$ cat config.mk
export PLATFORM = sky130hd
export DESIGN_NAME = uaf_filter
export DESIGN_NICKNAME = d
export VERILOG_FILES = /design/src/uaf_pkg.sv /design/src/uaf_filter.sv
export VERILOG_INCLUDE_DIRS = /design/src /design/src/src
export SDC_FILE = /design/constraint.sdc
export NUM_CORES = 1
export LEC_CHECK = 0
export ABC_AREA = 0
export CAP_MARGIN = 5
export CORE_UTILIZATION = 45
export DETAILED_ROUTE_END_ITERATION = 16
export DONT_BUFFER_PORTS = 1
export PLACE_DENSITY = 0.62
export SLEW_MARGIN = 10
export SYNTH_ARGS = -nofsm -noshare
export SYNTH_HDL_FRONTEND = slang
export SYNTH_SLANG_ARGS = --single-unit
export TNS_END_PERCENT = 5
$ cat constraint.sdc
create_clock -name clk -period 3.25 [get_ports clk]
set_clock_uncertainty 0.1 [all_clocks]
set_input_delay 0.1625 -clock clk [delete_from_list [all_inputs] [get_ports clk]]
set_output_delay 0.1625 -clock clk [all_outputs]
set_load 0.02 [all_outputs]
$ cat src/uaf_defines.svh
// Register offsets, field positions and reset values of the address filter.
// Assumes byte addressing on a 32-bit APB bus, one register per word.
// Functional notes
// - Filtering only while multiprocessor enable set
// - Filtering: flag only on address match
// - 8-bit mode: stop bit acts as ninth
// - 8-bit mode: valid stop always needed, plus a match while filtering
// - Accept given or broadcast address match
// - Shift mode ignores multiprocessor enable entirely
// - Given address: own address, mask zeros free
`ifndef UAF_DEFINES_SVH
`define UAF_DEFINES_SVH

// Byte offsets
`define UAF_SERIAL_CONTROL_OFS 8'h00
`define UAF_OWN_ADDRESS_OFS 8'h04
`define UAF_ADDRESS_MASK_OFS 8'h08
`define UAF_STATUS_OFS 8'h0C
`define UAF_RX_DATA_OFS 8'h10

// Serial control fields
`define UAF_MODE_LSB 0
`define UAF_MODE_MSB 1
`define UAF_MP_ENABLE_BIT 2

// Status fields
`define UAF_DONE_BIT 0
`define UAF_NOT_EMPTY_BIT 1
`define UAF_FULL_BIT 2

// Receive data field
`define UAF_NINTH_BIT 8

// Reset values
`define UAF_CONTROL_RST 3'h0
`define UAF_OWN_ADDRESS_RST 8'h00
`define UAF_ADDRESS_MASK_RST 8'h00

// Buffer depth
`define UAF_FIFO_DEPTH 8

`endif

$ cat src/uaf_pkg.sv
// Types shared by the address filter and its buffer.
// Assumes uaf_defines.svh sits on the include path.
package uaf_pkg;

	// Serial port operating modes, in field order
	typedef enum logic [1:0] {
		UAF_MODE_SHIFT,
		UAF_MODE_8BIT,
		UAF_MODE_9BIT_FIXED,
		UAF_MODE_9BIT_VAR
	} uaf_mode_e;

	// One received frame from the deserialiser
	typedef struct packed {
		logic ninth;
		logic [7:0] data;
	} uaf_frame_s;

endpackage

$ cat src/uaf_filter.sv
// Receive address filter with APB registers and an accepted-frame FIFO.
// Assumes frames arrive already deserialised, synchronous to clk;
// ninth carries the ninth data bit, or the stop bit in 8-bit mode.
//
// Design decisions made here: the register offsets and register access over APB.
`timescale 1ns/1ps
`include "uaf_defines.svh"

////////////////////////////////////////////////////////////////////////////
// Synchronous FIFO, flip-flop storage
module uaf_fifo
	import uaf_pkg::*;
#(
	parameter int WIDTH = 9,
	parameter int DEPTH = `UAF_FIFO_DEPTH
) (
	// Clock and reset
	input wire logic clk,
	input wire logic sys_rst,
	// Filling side
	input wire logic in_valid,
	output logic in_ready,
	input wire logic [WIDTH-1:0] in_data,
	// Draining side
	output logic out_valid,
	input wire logic out_ready,
	output logic [WIDTH-1:0] out_data
);
	localparam int AW = $clog2(DEPTH);

	// Pointers need a power of two to wrap cleanly
	initial begin
		if (DEPTH < 2 || (DEPTH & (DEPTH - 1)) != 0 || WIDTH < 1)
			$error("uaf_fifo: DEPTH must be a power of two >= 2");
	end

	logic [WIDTH-1:0] mem [DEPTH];
	logic [AW:0] wr_ptr;
	logic [AW:0] rd_ptr;
	wire push = in_valid & in_ready;
	wire pop = out_valid & out_ready;
	wire empty = (wr_ptr == rd_ptr);
	wire full = (wr_ptr[AW] != rd_ptr[AW]) &&
		(wr_ptr[AW-1:0] == rd_ptr[AW-1:0]);

	// Handshake flags
	assign in_ready = ~full;
	assign out_valid = ~empty;
	assign out_data = mem[rd_ptr[AW-1:0]];

	// Storage needs no reset; only pointers do
	always_ff @(posedge clk) begin
		if (push)
			mem[wr_ptr[AW-1:0]] <= in_data;
	end

	// Pointer update
	always_ff @(posedge clk or posedge sys_rst) begin
		if (sys_rst) begin
			wr_ptr <= '0;
			rd_ptr <= '0;
		end else begin
			wr_ptr <= wr_ptr + (AW+1)'(push);
			rd_ptr <= rd_ptr + (AW+1)'(pop);
		end
	end

	a_fifo_no_overrun: assert property (@(posedge clk) disable iff (sys_rst)
		full |-> !push)
		else $error("fifo written while full");
	a_fifo_no_underrun: assert property (@(posedge clk) disable iff (sys_rst)
		empty |-> !pop)
		else $error("fifo read while empty");
endmodule

////////////////////////////////////////////////////////////////////////////
// Address filter top
module uaf_filter
	import uaf_pkg::*;
#(
	parameter int DEPTH = `UAF_FIFO_DEPTH
) (
	// Clock and reset
	input wire logic clk,
	input wire logic sys_rst,
	// APB slave
	input wire logic psel,
	input wire logic penable,
	input wire logic pwrite,
	input wire logic [7:0] paddr,
	input wire logic [31:0] pwdata,
	output logic [31:0] prdata,
	output logic pready,
	output logic pslverr,
	// Received frames from the deserialiser
	input wire logic rx_valid,
	output logic rx_ready,
	input wire uaf_frame_s rx_frame,
	// Receive complete flag, level
	output logic receive_done_flag
);
	localparam int FW = $bits(uaf_frame_s);

	initial begin
		if (DEPTH < 2)
			$error("uaf_filter: DEPTH must be at least 2");
	end

	// Address compare: bits where care is zero are free
	function automatic logic addr_hit(input logic [7:0] addr,
		input logic [7:0] ref_addr, input logic [7:0] care);
		addr_hit = ((addr ^ ref_addr) & care) == 8'h00;
	endfunction

	////////////////////////////////////////////////////////////////////////
	// Registers
	logic [1:0] mode_field;
	logic multiprocessor_enable;
	logic [7:0] own_address_reg;
	logic [7:0] address_mask_reg;
	uaf_mode_e mode;
	assign mode = uaf_mode_e'(mode_field);

	// APB decode; zero wait states so the access edge is the answer
	wire apb_acc = psel & penable;
	wire apb_wr = apb_acc & pwrite;
	wire apb_rd = apb_acc & ~pwrite;
	wire sel_ctrl = (paddr == `UAF_SERIAL_CONTROL_OFS);
	wire sel_own = (paddr == `UAF_OWN_ADDRESS_OFS);
	wire sel_mask = (paddr == `UAF_ADDRESS_MASK_OFS);
	wire sel_stat = (paddr == `UAF_STATUS_OFS);
	wire sel_data = (paddr == `UAF_RX_DATA_OFS);
	wire mapped = sel_ctrl | sel_own | sel_mask | sel_stat | sel_data;
	assign pready = 1'b1;
	assign pslverr = apb_acc & ~mapped;

	// Control registers written by software
	always_ff @(posedge clk or posedge sys_rst) begin
		if (sys_rst) begin
			{multiprocessor_enable, mode_field} <= `UAF_CONTROL_RST;
			own_address_reg <= `UAF_OWN_ADDRESS_RST;
			address_mask_reg <= `UAF_ADDRESS_MASK_RST;
		end else if (apb_wr) begin
			if (sel_ctrl) begin
				mode_field <= pwdata[`UAF_MODE_MSB:`UAF_MODE_LSB];
				multiprocessor_enable <= pwdata[`UAF_MP_ENABLE_BIT];
			end
			if (sel_own)
				own_address_reg <= pwdata[7:0];
			if (sel_mask)
				address_mask_reg <= pwdata[7:0];
		end
	end

	////////////////////////////////////////////////////////////////////////
	// Filter decision
	wire filt_on = multiprocessor_enable && (mode != UAF_MODE_SHIFT);
	wire [7:0] bcast_addr = own_address_reg | address_mask_reg;
	wire given_hit = addr_hit(rx_frame.data, own_address_reg,
		address_mask_reg);
	wire bcast_hit = addr_hit(rx_frame.data, bcast_addr, bcast_addr);
	wire any_hit = given_hit | bcast_hit;
	// Stop bit plays the ninth bit's part in 8-bit mode
	wire marker = rx_frame.ninth;
	wire mode8 = (mode == UAF_MODE_8BIT);
	// Address frame in 9-bit modes only when ninth bit set
	wire filt_accept = marker && any_hit;
	// Unfiltered: 8-bit mode still drops frames with a bad stop bit
	wire open_accept = mode8 ? marker : 1'b1;
	wire accept = filt_on ? filt_accept : open_accept;

	// Frames are taken only when the buffer has room, so a slow
	// reader stalls the deserialiser instead of losing data
	wire fifo_in_ready;
	wire take = rx_valid & rx_ready;
	assign rx_ready = fifo_in_ready;
	wire push_ok = take & accept;

	////////////////////////////////////////////////////////////////////////
	// Accepted frame buffer; a data read drains it
	wire fifo_out_valid;
	wire [FW-1:0] fifo_out_data;
	wire pop = apb_rd & sel_data & fifo_out_valid;
	uaf_fifo #(
		.WIDTH(FW),
		.DEPTH(DEPTH)
	) u_fifo (
		.clk(clk),
		.sys_rst(sys_rst),
		.in_valid(rx_valid & accept),
		.in_ready(fifo_in_ready),
		.in_data(rx_frame),
		.out_valid(fifo_out_valid),
		.out_ready(pop),
		.out_data(fifo_out_data)
	);
	wire fifo_full = ~fifo_in_ready;

	////////////////////////////////////////////////////////////////////////
	// Receive complete flag: write one to clear, a new frame wins
	wire done_clr = apb_wr & sel_stat & pwdata[`UAF_DONE_BIT];
	logic next_done;
	assign next_done = push_ok | (receive_done_flag & ~done_clr);
	always_ff @(posedge clk or posedge sys_rst) begin
		if (sys_rst)
			receive_done_flag <= 1'b0;
		else
			receive_done_flag <= next_done;
	end

	////////////////////////////////////////////////////////////////////////
	// Read mux from register state
	logic [31:0] rd_mux;
	always_comb begin
		rd_mux = 32'h0000_0000;
		if (sel_ctrl) begin
			rd_mux[`UAF_MODE_MSB:`UAF_MODE_LSB] = mode_field;
			rd_mux[`UAF_MP_ENABLE_BIT] = multiprocessor_enable;
		end
		if (sel_own)
			rd_mux[7:0] = own_address_reg;
		if (sel_mask)
			rd_mux[7:0] = address_mask_reg;
		if (sel_stat) begin
			rd_mux[`UAF_DONE_BIT] = receive_done_flag;
			rd_mux[`UAF_NOT_EMPTY_BIT] = fifo_out_valid;
			rd_mux[`UAF_FULL_BIT] = fifo_full;
		end
		if (sel_data && fifo_out_valid)
			rd_mux[`UAF_NINTH_BIT:0] = fifo_out_data;
	end
	assign prdata = apb_rd ? rd_mux : 32'h0000_0000;

	////////////////////////////////////////////////////////////////////////
	// Checks
	a_shift_mode_open: assert property (@(posedge clk) disable iff (sys_rst)
		(take && mode == UAF_MODE_SHIFT) |-> push_ok)
		else $error("shift mode frame dropped");
	a_filter_gate: assert property (@(posedge clk) disable iff (sys_rst)
		(take && !multiprocessor_enable && mode != UAF_MODE_8BIT)
		|-> push_ok)
		else $error("frame filtered without enable");
	a_flag_on_match: assert property (@(posedge clk) disable iff (sys_rst)
		(take && filt_on && marker && any_hit) |=> receive_done_flag)
		else $error("matching frame did not raise flag");
	a_no_flag_miss: assert property (@(posedge clk) disable iff (sys_rst)
		(filt_on && take && !any_hit && !receive_done_flag)
		|=> !receive_done_flag)
		else $error("flag raised by foreign address");
	a_stop_bit_need: assert property (@(posedge clk) disable iff (sys_rst)
		(take && mode8 && !rx_frame.ninth) |-> !push_ok)
		else $error("8-bit frame with bad stop accepted");
	a_given_match: assert property (@(posedge clk) disable iff (sys_rst)
		(filt_on && take && marker &&
		(((rx_frame.data ^ own_address_reg) & address_mask_reg) == 8'h00))
		|-> push_ok)
		else $error("given address match refused");
	a_bcast_match: assert property (@(posedge clk) disable iff (sys_rst)
		(filt_on && take && marker && ((rx_frame.data & bcast_addr)
		== bcast_addr)) |-> push_ok)
		else $error("broadcast match refused");
	a_data_frame_drop: assert property (@(posedge clk) disable iff (sys_rst)
		(filt_on && take && !mode8 && !rx_frame.ninth) |-> !push_ok)
		else $error("data frame accepted while filtering");
	a_set_beats_clr: assert property (@(posedge clk) disable iff (sys_rst)
		(push_ok && done_clr) |=> receive_done_flag)
		else $error("clear beat a new frame");
	a_clear_flag: assert property (@(posedge clk) disable iff (sys_rst)
		(done_clr && !push_ok) |=> !receive_done_flag)
		else $error("flag not cleared");


	// Flag is sticky: only a clear drops it, only a push raises it
	a_flag_holds: assert property (@(posedge clk) disable iff (sys_rst)
		(receive_done_flag && !done_clr) |=> receive_done_flag)
		else $error("flag dropped without clear");
	a_flag_only_push: assert property (@(posedge clk) disable iff (sys_rst)
		(!receive_done_flag && !push_ok) |=> !receive_done_flag)
		else $error("flag raised without accepted frame");

	// In 8-bit mode a good stop bit stands in for the ninth bit
	a_mode8_stop_ok: assert property (@(posedge clk) disable iff (sys_rst)
		(take && filt_on && mode8 && rx_frame.ninth && any_hit)
		|-> push_ok)
		else $error("8-bit matching frame refused");

	// Register writes land at the access edge
	a_mask_written: assert property (@(posedge clk) disable iff (sys_rst)
		(apb_wr && sel_mask) |=> address_mask_reg == 8'($past(pwdata)))
		else $error("mask write lost");
	a_own_written: assert property (@(posedge clk) disable iff (sys_rst)
		(apb_wr && sel_own) |=> own_address_reg == 8'($past(pwdata)))
		else $error("own address write lost");
	a_ctrl_written: assert property (@(posedge clk) disable iff (sys_rst)
		(apb_wr && sel_ctrl)
		|=> {multiprocessor_enable, mode_field} == 3'($past(pwdata)))
		else $error("control write lost");

	// Unmapped accesses must not disturb state and must signal error
	a_bad_addr_ignored: assert property (@(posedge clk) disable iff (sys_rst)
		(apb_wr && !mapped)
		|=> $stable(own_address_reg) && $stable(address_mask_reg))
		else $error("unmapped write changed a register");
	a_unmapped_error: assert property (@(posedge clk) disable iff (sys_rst)
		(apb_acc && !mapped) |-> pslverr)
		else $error("unmapped access without error");

	// Bus answer shape; software relies on zero wait states
	a_zero_wait: assert property (@(posedge clk) disable iff (sys_rst)
		apb_acc |-> pready)
		else $error("access not answered at once");
	a_prdata_quiet: assert property (@(posedge clk) disable iff (sys_rst)
		!apb_rd |-> prdata == 32'h0000_0000)
		else $error("read data outside a read");
	a_empty_read_zero: assert property (@(posedge clk) disable iff (sys_rst)
		(apb_rd && sel_data && !fifo_out_valid) |-> prdata == 32'h0000_0000)
		else $error("empty buffer read not zero");

	// Stalling follows buffer room, so no frame is ever lost
	a_ready_tracks_room: assert property (@(posedge clk) disable iff (sys_rst)
		rx_ready == !fifo_full)
		else $error("ready disagrees with buffer room");
	a_status_level: assert property (@(posedge clk) disable iff (sys_rst)
		(apb_rd && sel_stat)
		|-> prdata[`UAF_NOT_EMPTY_BIT] == fifo_out_valid)
		else $error("status not-empty bit wrong");

	// Main scenarios worth seeing at least once
	c_addr_accept: cover property (@(posedge clk) disable iff (sys_rst)
		filt_on && push_ok && given_hit);
	c_mode8_accept: cover property (@(posedge clk) disable iff (sys_rst)
		filt_on && mode8 && push_ok);
	c_bcast_only: cover property (@(posedge clk) disable iff (sys_rst)
		filt_on && push_ok && bcast_hit && !given_hit);
	c_rejected: cover property (@(posedge clk) disable iff (sys_rst)
		filt_on && take && !accept);
	c_fifo_full: cover property (@(posedge clk) disable iff (sys_rst)
		rx_valid && fifo_full);
endmodule

Word-level counts from Yosys, hierarchy flattened
Memories as Yosys holds them, arrays and structs flattened.
Index checks and enable logic that the tools add are counted.

storage, ports and cells
  register bits after elaboration = 28
  RAM bits = 72
  output and inout port bits = 36
  memories kept = 1

memory list
  memory      depth  width  read ports  clocked after memory_dff  write ports  line              RTL
  u_fifo.mem  8      9      1           0                         1            uaf_filter.sv:37  logic [WIDTH-1:0] mem [DEPTH];

operators by class
  $add $sub $neg = 2
  equal/unequal tests = 8
  multiplexer cells = 10
  bitwise gates (word level) = 30
  reductions and logical operators = 11

operators by type and width
  operator              count
  $logic_not A8 Y1      3
  $mux W9               2
  $and A8 B8 Y8         2
  $eq A8 B4 Y1 const B  2
  $mux W8               2
  $xor A8 B8 Y8         2
  $and A1 B1 Y1         14
  $add A4 B1 Y4         2
  $eq A8 B3 Y1 const B  1
  $eq A8 B5 Y1 const B  1
  $or A8 B8 Y8          1
  $mux W3               2
  $or A1 B1 Y1          6
  $reduce_and A2 Y1     3
  $not A1 Y1            5
  $eq A4 B4 Y1          1
  $logic_and A1 B1 Y1   4
  $mux W1               4
  $eq A3 B3 Y1          1
  $eq A2 B1 Y1 const B  1
  $reduce_bool A2 Y1    1
  $ne A1 B1 Y1          1

Depth between registers and ports, before layout
Gate-level depths: netlist of the first run.

  depth in word-level cells = 11
  mapped depth = 9
  depth with buffers taken out = 7

By module
A second synthesis of the first run with hierarchy kept.

second synthesis, totals
  cells, all modules = 294
  area, all modules = 4,749.6 um2

by module, submodules not included
  module      instances  cells an instance  area an instance (um2)
  uaf_fifo    1          145                3,241.9
  uaf_filter  1          149                1,507.7

Least setup slack after synthesis of the first run
Ideal clock, no wire load.

  path kind = register -> register
  from = register u_fifo.rd_ptr[0]
  to = memory u_fifo.mem[2][0], enable pin
  library setup time = 0.399 ns
  arrival time = 2.459 ns
  required time = 2.751 ns
  path slack = 0.292 ns
  stages on the path, launching flop included = 8
  buffers on the path = 2
  period minus slack after synthesis = 2.958 ns
  cells stage by stage = dfrtp_1 buf_2 xnor2_1 nand4_1 o21a_1 o311a_1 buf_2 nor4bb_1

between the ends
  longest elaborated chain between the ends = 6

ends and longest elaborated chain
  element                        line              RTL
  from (decl)                    uaf_filter.sv:39  logic [AW:0] rd_ptr;
  from (signal assigned)         uaf_filter.sv:64  rd_ptr <= rd_ptr + (AW+1)'(pop);
  $eq A3 B3 Y1                   uaf_filter.sv:44  (wr_ptr[AW-1:0] == rd_ptr[AW-1:0]);
  $logic_and A1 B1 Y1            uaf_filter.sv:43  wire full = (wr_ptr[AW] != rd_ptr[AW]) &&
  $not A1 Y1                     uaf_filter.sv:47  assign in_ready = ~full;
  net rx_ready                   uaf_filter.sv:97  output logic rx_ready,
  $and A1 B1 Y1                  uaf_filter.sv:40  wire push = in_valid & in_ready;
  $mux W1                        uaf_filter.sv:53  if (push)
  $mux W1 (not written as such)  uaf_filter.sv:54  mem[wr_ptr[AW-1:0]] <= in_data;
  to (decl)                      uaf_filter.sv:37

The timed path passes the listed nets, and every way through them passes these cells.

Worst setup path after layout of the first run
  from = register own_address_reg[4]
  to = memory u_fifo.mem[3][8], enable pin

between the ends
  longest elaborated chain between the ends = 11
  elaborated cells on any way between the ends = 14
  those cells by class = mux (3); bitwise (8); reduce/logical (3)

ends and longest elaborated chain
  element                            line               RTL
  from (decl)                        uaf_filter.sv:119  logic [7:0] own_address_reg;
  from (signal assigned)             uaf_filter.sv:141  own_address_reg <= `UAF_OWN_ADDRESS_RST;
  from (signal assigned)             uaf_filter.sv:149  own_address_reg <= pwdata[7:0];
  $or A8 B8 Y8                       uaf_filter.sv:158  wire [7:0] bcast_addr = own_address_reg | address_mask_reg;
  $xor A8 B8 Y8                      uaf_filter.sv:112  addr_hit = ((addr ^ ref_addr) & care) == 8'h00;
  $and A8 B8 Y8                      uaf_filter.sv:112
  $logic_not A8 Y1                   uaf_filter.sv:112
  $or A1 B1 Y1 (*)                   uaf_filter.sv:162  wire any_hit = given_hit | bcast_hit;
  $logic_and A1 B1 Y1 (*)            uaf_filter.sv:167  wire filt_accept = marker && any_hit;
  $mux W1 (*)                        uaf_filter.sv:170  wire accept = filt_on ? filt_accept : open_accept;
  $and A1 B1 Y1 (*)                  uaf_filter.sv:190  .in_valid(rx_valid & accept),
  $and A1 B1 Y1 (*)                  uaf_filter.sv:40
  $mux W1 (*)                        uaf_filter.sv:53
  $mux W1 (not written as such) (*)  uaf_filter.sv:54

Mark *: on every way between the ends. The rest lies on a longest branch, timed or not.

==> results of run 1 <==
## cell type report
class,count,share of cell area
Sequential cell,100,0.549
Multi-Input combinational cell,175,0.325
Inverter,1,0.000719
Clock inverter,4,0.00719
Timing Repair Buffer,30,0.0528
Tap cell,133,0.0319
Clock buffer,12,0.0341
## worst paths after layout
| kind | from | to | slack (ps) | cells after the start |
|---|---|---|---|---|
| setup reg to reg | own_address_reg[4] | u_fifo.mem[3][8] | 680 | 5 |
| setup / recovery | own_address_reg[4] | u_fifo.mem[3][8] | 680 | 5 |
| hold reg to reg | u_fifo.wr_ptr[3] | u_fifo.wr_ptr[3] | 410 | 1 |
| hold / removal | paddr[2] | mode[1] | 40 | 3 |
| min in group asynchronous | sys_rst | address_mask_reg[7] | 400 | 2 |
| max in group asynchronous | sys_rst | u_fifo.wr_ptr[0] | 1990 | 2 |
## placed cells by master, fill, tap and decap left out, types with 3 or more instances in the layout
cell type	n
o22a_1	6
nand3_1	4
xnor2_1	5
ha_1	4
buf_4	10
o22ai_1	7
edfxtp_1	72
and4b_1	3
conb_1	24
clkbuf_8	9
mux4_2	19
dfrtp_1	28
nor3_1	3
xor2_1	11
a22oi_1	9
mux2i_1	9
dlygate4sd3_1	20
nor2_1	19
mux2_4	19
## per-layer routing
layer  GRT usage  wire, um  part of all wire
met1       0.252      4090              0.44
met2       0.284      4540              0.49
met3      0.0432       620             0.066
met4      0.0520        81            0.0087
met5           0         0                 0
## metrics by stage
stage	instances	instance area, um^2	utilization	hold slack (ps)
2_1_floorplan	312	4780	-	128
3_3_place_gp	419	4800	0.482	162
3_5_place_dp	419	4800	0.482	162
4_1_cts	455	5220	0.524	22.8
5_1_grt	455	5220	0.524	48.5
6_report	455	5220	0.524	41.9
## where the power goes
group / internal (uW) / switching (uW) / leakage (uW)
Combinational: 155 / 220 / 0.000810
Sequential: 1540 / 89.3 / 0.00103
Clock: 383 / 440 / 0.000109
Total: 2080 / 749 / 0.00195
## cells by family after synthesis
logic type	count (synthesis)	synth area share
multiplexers	49	0.176
adder cells (fa/ha/maj)	4	0.0106
other	2	0.00160
XOR/XNOR	16	0.0298
buffers and inverters	37	0.0511
flip-flops	100	0.609
AND/OR/NAND/NOR	50	0.0713
AO/OA/AOI/OAI	32	0.0511
## critical path, delay by kind of cell, from the launching register on
family,cells,cell delay (ps)
AND/OR/NAND/NOR,2,870
AO/OA/AOI/OAI,2,630
flip-flops,1,440
XOR/XNOR,1,180
==> metrics.yaml, run 1 <==
clk_path_buf_depth: 2
final.setup.worst_slack_ps: 676
cts.sinks: 100
total_power_uw: 2830
ys_seq_elements: 100
cts.reportedPaths.clkPinSlew_ps: 100
synth_area_leaders: "edfxtp_1, dfrtp_1, mux4_2"
power.density_nw_per_um2: 542
final.min_clock_period_ps: 2570
syn_area_um2: 4700
hold_path.class: "in2reg"
cp_cell_sequence: "xor2_1 > a22oi_1 > and4_1 > o311a_1 > and4b_1"
clk_latency_ps: 370
drt_pass1_iterations: 4
grt_pass1_wl_um: 14300
dp_slack_ps: 729
synth_edf_count: 72
fill_cells: 820
cts-buffers-inserted: 9
yosys.area.top_type: "edfxtp_1"
wl_per_cell_um: 20.5
synth.most_common_cell: "edfxtp_1"
path_class: "reg2reg"
critPathLaunchType: "flip-flop"
yosysWarnings: 0
ys_top_cells_by_count: "edfxtp_1, dfrtp_1, buf_4"
routabilityCongestion: 0.793
fp.dieH_um: 104
netlist_instances: 290
p_leak_uw: 0.00195
critPathMaxStageDelay_ps: 630
tightest_slew_ps: 1080
die_area_um2: 10900
clock_tree.root_cell: "clkbuf_8"
required_ps: 3160
ant_nets: 0
drtIter0Drc: 111
cts_resized: 0
antenna_found_initial: 0
drv_slew: 0
route.vias.total: 2497
vias_per_cell: 5.49
multi_input_area_um2: 1690
route.detailed.drc: 0
setup_viol: 0
cap_violations: 0
core_area_um2: 9950
io_buffers: 0
regArea_um2: 2860
grt_max_degree: 29
cp-end-kind: "flip-flop"
cp_slowest_cell: "and4b_1"
path_max_fanout: 10
grt_usage: 0.181
ir_worst_vdd_mv: 0.357
drive_above_1_share: 0.227
rsz0062_at_grt: "no"
nets: 376
hpwl_um: 6390
synth_ff_type: "edfxtp_1"
timing.final.crit_share: 0.792
die_x_um: 104
syn_avg_cell_area_um2: 16.2
yosysSeqAreaShare: 0.609
tritoncts: "built"
wl_um: 9340
h-tree-depth: 3
diodes: 0
clock.fmax_mhz: 388
start_util: 0.472
yosysTopAreaCellShare: 0.460
grt_pass1_vias: 2478
gr-total-overflow: 0
status: "finished, final reports clean"
arrival_ps: 2480
area_growth_pct: 11.0
synth.distinct_cells: 51
ios: 91
async_flop_share: 0.280
num_rows: 36
cts_hold_buffers: 20
hold_violations: 0
post_cts_buffers: 0
slew-limit-headroom: 0.281
tns_ps: 0
largest_reg_flops: 72
Note: power is estimated with default switching activity, not from simulation.
==> run 2, diff against run 1 <==
Settings changed: ABC_AREA 0 to 1.
Clock period 3.25 ns to 2.6 ns, I/O delays scaled along.
==> run 2 against run 1 <==
Clock-buffer cell count fell by 3. Flip-flop and latch count unchanged. Global-route usage up 2.2 points. Worst hold slack improved by 2.5 ps. Largest power group unchanged. Via count increased by 40%. Routed wire length increased by 17%. Die area rose by 6.7%. Register-to-register slack worse by 270 ps. Highest routed layer unchanged. Core utilization decreased by 1.7 points. Non-clock buffer count grew 5. Combinational power rose by 47%.
==> metrics.yaml, run 2 <==
routabilityCongestion: 0.800  # +0.83%
drt_pass1_iterations: 6  # +2
cts-buffers-inserted: 9  # unchanged
p_leak_uw: 0.00240  # +23%
clk_path_buf_depth: 2  # unchanged
netlist_instances: 514  # +77%
cp_cell_sequence: "buf_4 > buf_4 > nand2_1 > nand3_1 > nand2_1 > a21oi_1 > o21ai_0 > nand2_1 > nand2_1 > nor2_2"
tritoncts: "built"
cts.reportedPaths.clkPinSlew_ps: 100  # about the same
hpwl_um: 7360  # +15%
grt_pass1_wl_um: 17400  # +21%
hold_path.class: "in2reg"
cp-end-kind: "primary output"
grt_pass1_vias: 3343  # +35%
start_util: 0.463  # -0.00905
multi_input_area_um2: 1770  # +4.4%
fill_cells: 992  # +21%
tns_ps: 0  # unchanged
area_growth_pct: 9.49
drive_above_1_share: 0.124  # -0.103
num_rows: 38  # +5.6%
p_sw_uw: 1070  # +43%
ir_worst_vdd_mv: 0.266  # -25%
clk_latency_ps: 370  # about the same
yosysTopAreaCellShare: 0.430  # -0.0293
ys_seq_elements: 100  # unchanged
rsz0062_at_grt: "no"
path_class: "reg2out"
synth_area_leaders: "edfxtp_1, dfrtp_1, nand2_1"
nets: 602  # +60%
path_max_fanout: 33  # +23
fp.dieH_um: 108  # +3.3%
yosys.area.top_type: "edfxtp_1"
die_area_um2: 11600  # +6.7%
clockPowerShare: 0.277  # -0.014
syn_area_um2: 5020  # +6.8%
final.min_clock_period_ps: 2330
diodes: 0  # unchanged
fin_hold_ws_ps: 44.4  # +2.53 ps
cap_violations: 0  # unchanged
vias_per_cell: 5.09  # -7.3%
route.vias.total: 3499  # +40%
tightest_slew_ps: 1030  # -43.6 ps
final_common_cell: "nand2_1"
clock_tree.root_cell: "clkbuf_8"
drtIter0Drc: 207  # +86%
seqPwrFrac: 0.567  # -0.009
clock.fmax_mhz: 429
required_ps: 2370  # -790 ps
slew-limit-headroom: 0.310  # +0.0291
yosysSeqAreaShare: 0.570  # -0.0388
wl_per_cell_um: 15.8  # -23%
share_comb_of_total_power: 0.155  # +0.022
status: "finished, final reports clean"
power.density_nw_per_um2: 647  # +19%
timing.final.crit_share: 0.897
setup_viol: 0  # unchanged
cp_slowest_cell: "dfrtp_1"
drv_slew: 0  # unchanged
route.detailed.drc: 0  # unchanged
grt_usage: 0.203  # +0.0224
ios: 91  # unchanged
p_int_uw: 2490  # +20%
cts.sinks: 100  # unchanged
layout.cells.most_common_list: "nand2_1, edfxtp_1, inv_1, nor2_1"
ys_top_cells_by_count: "nand2_1, edfxtp_1, inv_1, nor2_1"
h-tree-depth: 3  # unchanged
io_buffers: 0  # unchanged
regArea_um2: 2860  # unchanged
arrival_ps: 2100  # -380 ps
grt_max_degree: 37  # +28%
wl_um: 10900  # +17%
yosysWarnings: 0  # unchanged
hold_violations: 0  # unchanged
largest_reg_flops: 72  # unchanged
core_area_um2: 10800  # +8.9%
gr-total-overflow: 0  # unchanged
swShare: 0.300  # +0.0351
cpMostUsedCell: "nand2_1"
ant_nets: 0  # unchanged
die_x_um: 108  # +3.3%
async_flop_share: 0.280  # unchanged
synth.most_common_cell: "nand2_1"
antenna_found_initial: 0  # unchanged
synth_ff_type: "edfxtp_1"
syn_avg_cell_area_um2: 9.77  # -40%
critPathMaxStageDelay_ps: 380  # -250 ps
synth_edf_count: 72  # unchanged
critPathLaunchType: "flip-flop"
synth.distinct_cells: 39  # -24%
-- run 2: changes by cell type in the layout (fill, tap and decap cells not counted), moves of 11 or more --
| cell | change |
|---|---|
| mux2_4 | -19 |
| nand2_1 | +148 |
| mux4_2 | -19 |
| nand3_1 | +22 |
| o21ai_2 | +16 |
| a21oi_1 | +17 |
| inv_1 | +44 |
| o21ai_0 | +27 |
| nor2_1 | +15 |
| a32o_1 | +11 |
-- run 2: cell families after synthesis --
| kind of cell | share of synthesized area |
|---|---|
| AOI/OAI and AO/OA | 0.111 |
| xor gates and xnor gates | 0.0140 |
| adders and majority gates | 0.00997 |
| buffers and inverters | 0.0947 |
| DFF | 0.570 |
| other | 0.00150 |
| and+or+nand+nor | 0.199 |
-- run 2: final cells by class --
| class | instances | share of cell area |
|---|---|---|
| sequential | 100 | 0.521 |
| multi-input combinational | 348 | 0.322 |
| timing repair buffer | 35 | 0.0560 |
| inverter | 49 | 0.0339 |
| tap | 140 | 0.0319 |
| clock buffer | 9 | 0.0225 |
| clock inverter | 7 | 0.0134 |
-- run 2: worst max-delay path, delay by kind of cell, from the launching register on --
family                 cells  cell delay, ps
DFF                        1             380
and+or+nand+nor            6             630
AOI/OAI and AO/OA          2             210
buffers and inverters      2             500
-- run 2: power by group through the flow --
stage	Clock (uW)	Sequential, uW	Combinational [uW]
2_1_floorplan	0	2020	420
3_3_place_gp	0	2050	504
3_5_place_dp	0	2050	519
4_1_cts	1000	2020	558
5_1_grt	1080	2040	620
6_report	988	2020	553
-- run 2: through the flow --
step | util | instance area [um^2] | std cells | setup WS (ps) | total power [uW]
floorplan | - | 5100 | 536 | 526 | 2440
global placement | 0.472 | 5120 | 654 | 266 | 2550
detailed placement | 0.472 | 5120 | 654 | 211 | 2570
CTS | 0.507 | 5500 | 688 | 189 | 3580
global route | 0.507 | 5500 | 688 | 81.9 | 3730
finish | 0.507 | 5500 | 688 | 267 | 3560
-- run 2: repair_timing --
item,CTS,global route
setup endpoints to repair,0,5
gates resized for setup,0,1
buffers inserted,0,0
hold buffers,18,0
endpoints found under the hold margin,120,0
-- run 2: path summary, 6_finish.rpt --
check / start / endpoint / slack [ps] / depth (start not counted)
setup / recovery: u_fifo.rd_ptr[0] / prdata[1] / 270 / 10
hold / removal: pwrite / receive_done_flag / 40 / 5
max in group asynchronous: sys_rst / own_address_reg[7] / 1420 / 2
min in group asynchronous: sys_rst / multiprocessor_enable / 350 / 2
hold reg to reg: u_fifo.wr_ptr[3] / u_fifo.wr_ptr[3] / 410 / 1
setup reg to reg: u_fifo.wr_ptr[1] / u_fifo.wr_ptr[2] / 410 / 12
-- run 2: routing by layer --
metal	global-route usage	up-vias	share of wire
met5	0	-	0
met4	0.0646	0	0.011
met3	0.0351	12	0.058
met2	0.342	118	0.49
met1	0.266	1644	0.44
li1	-	1725	-
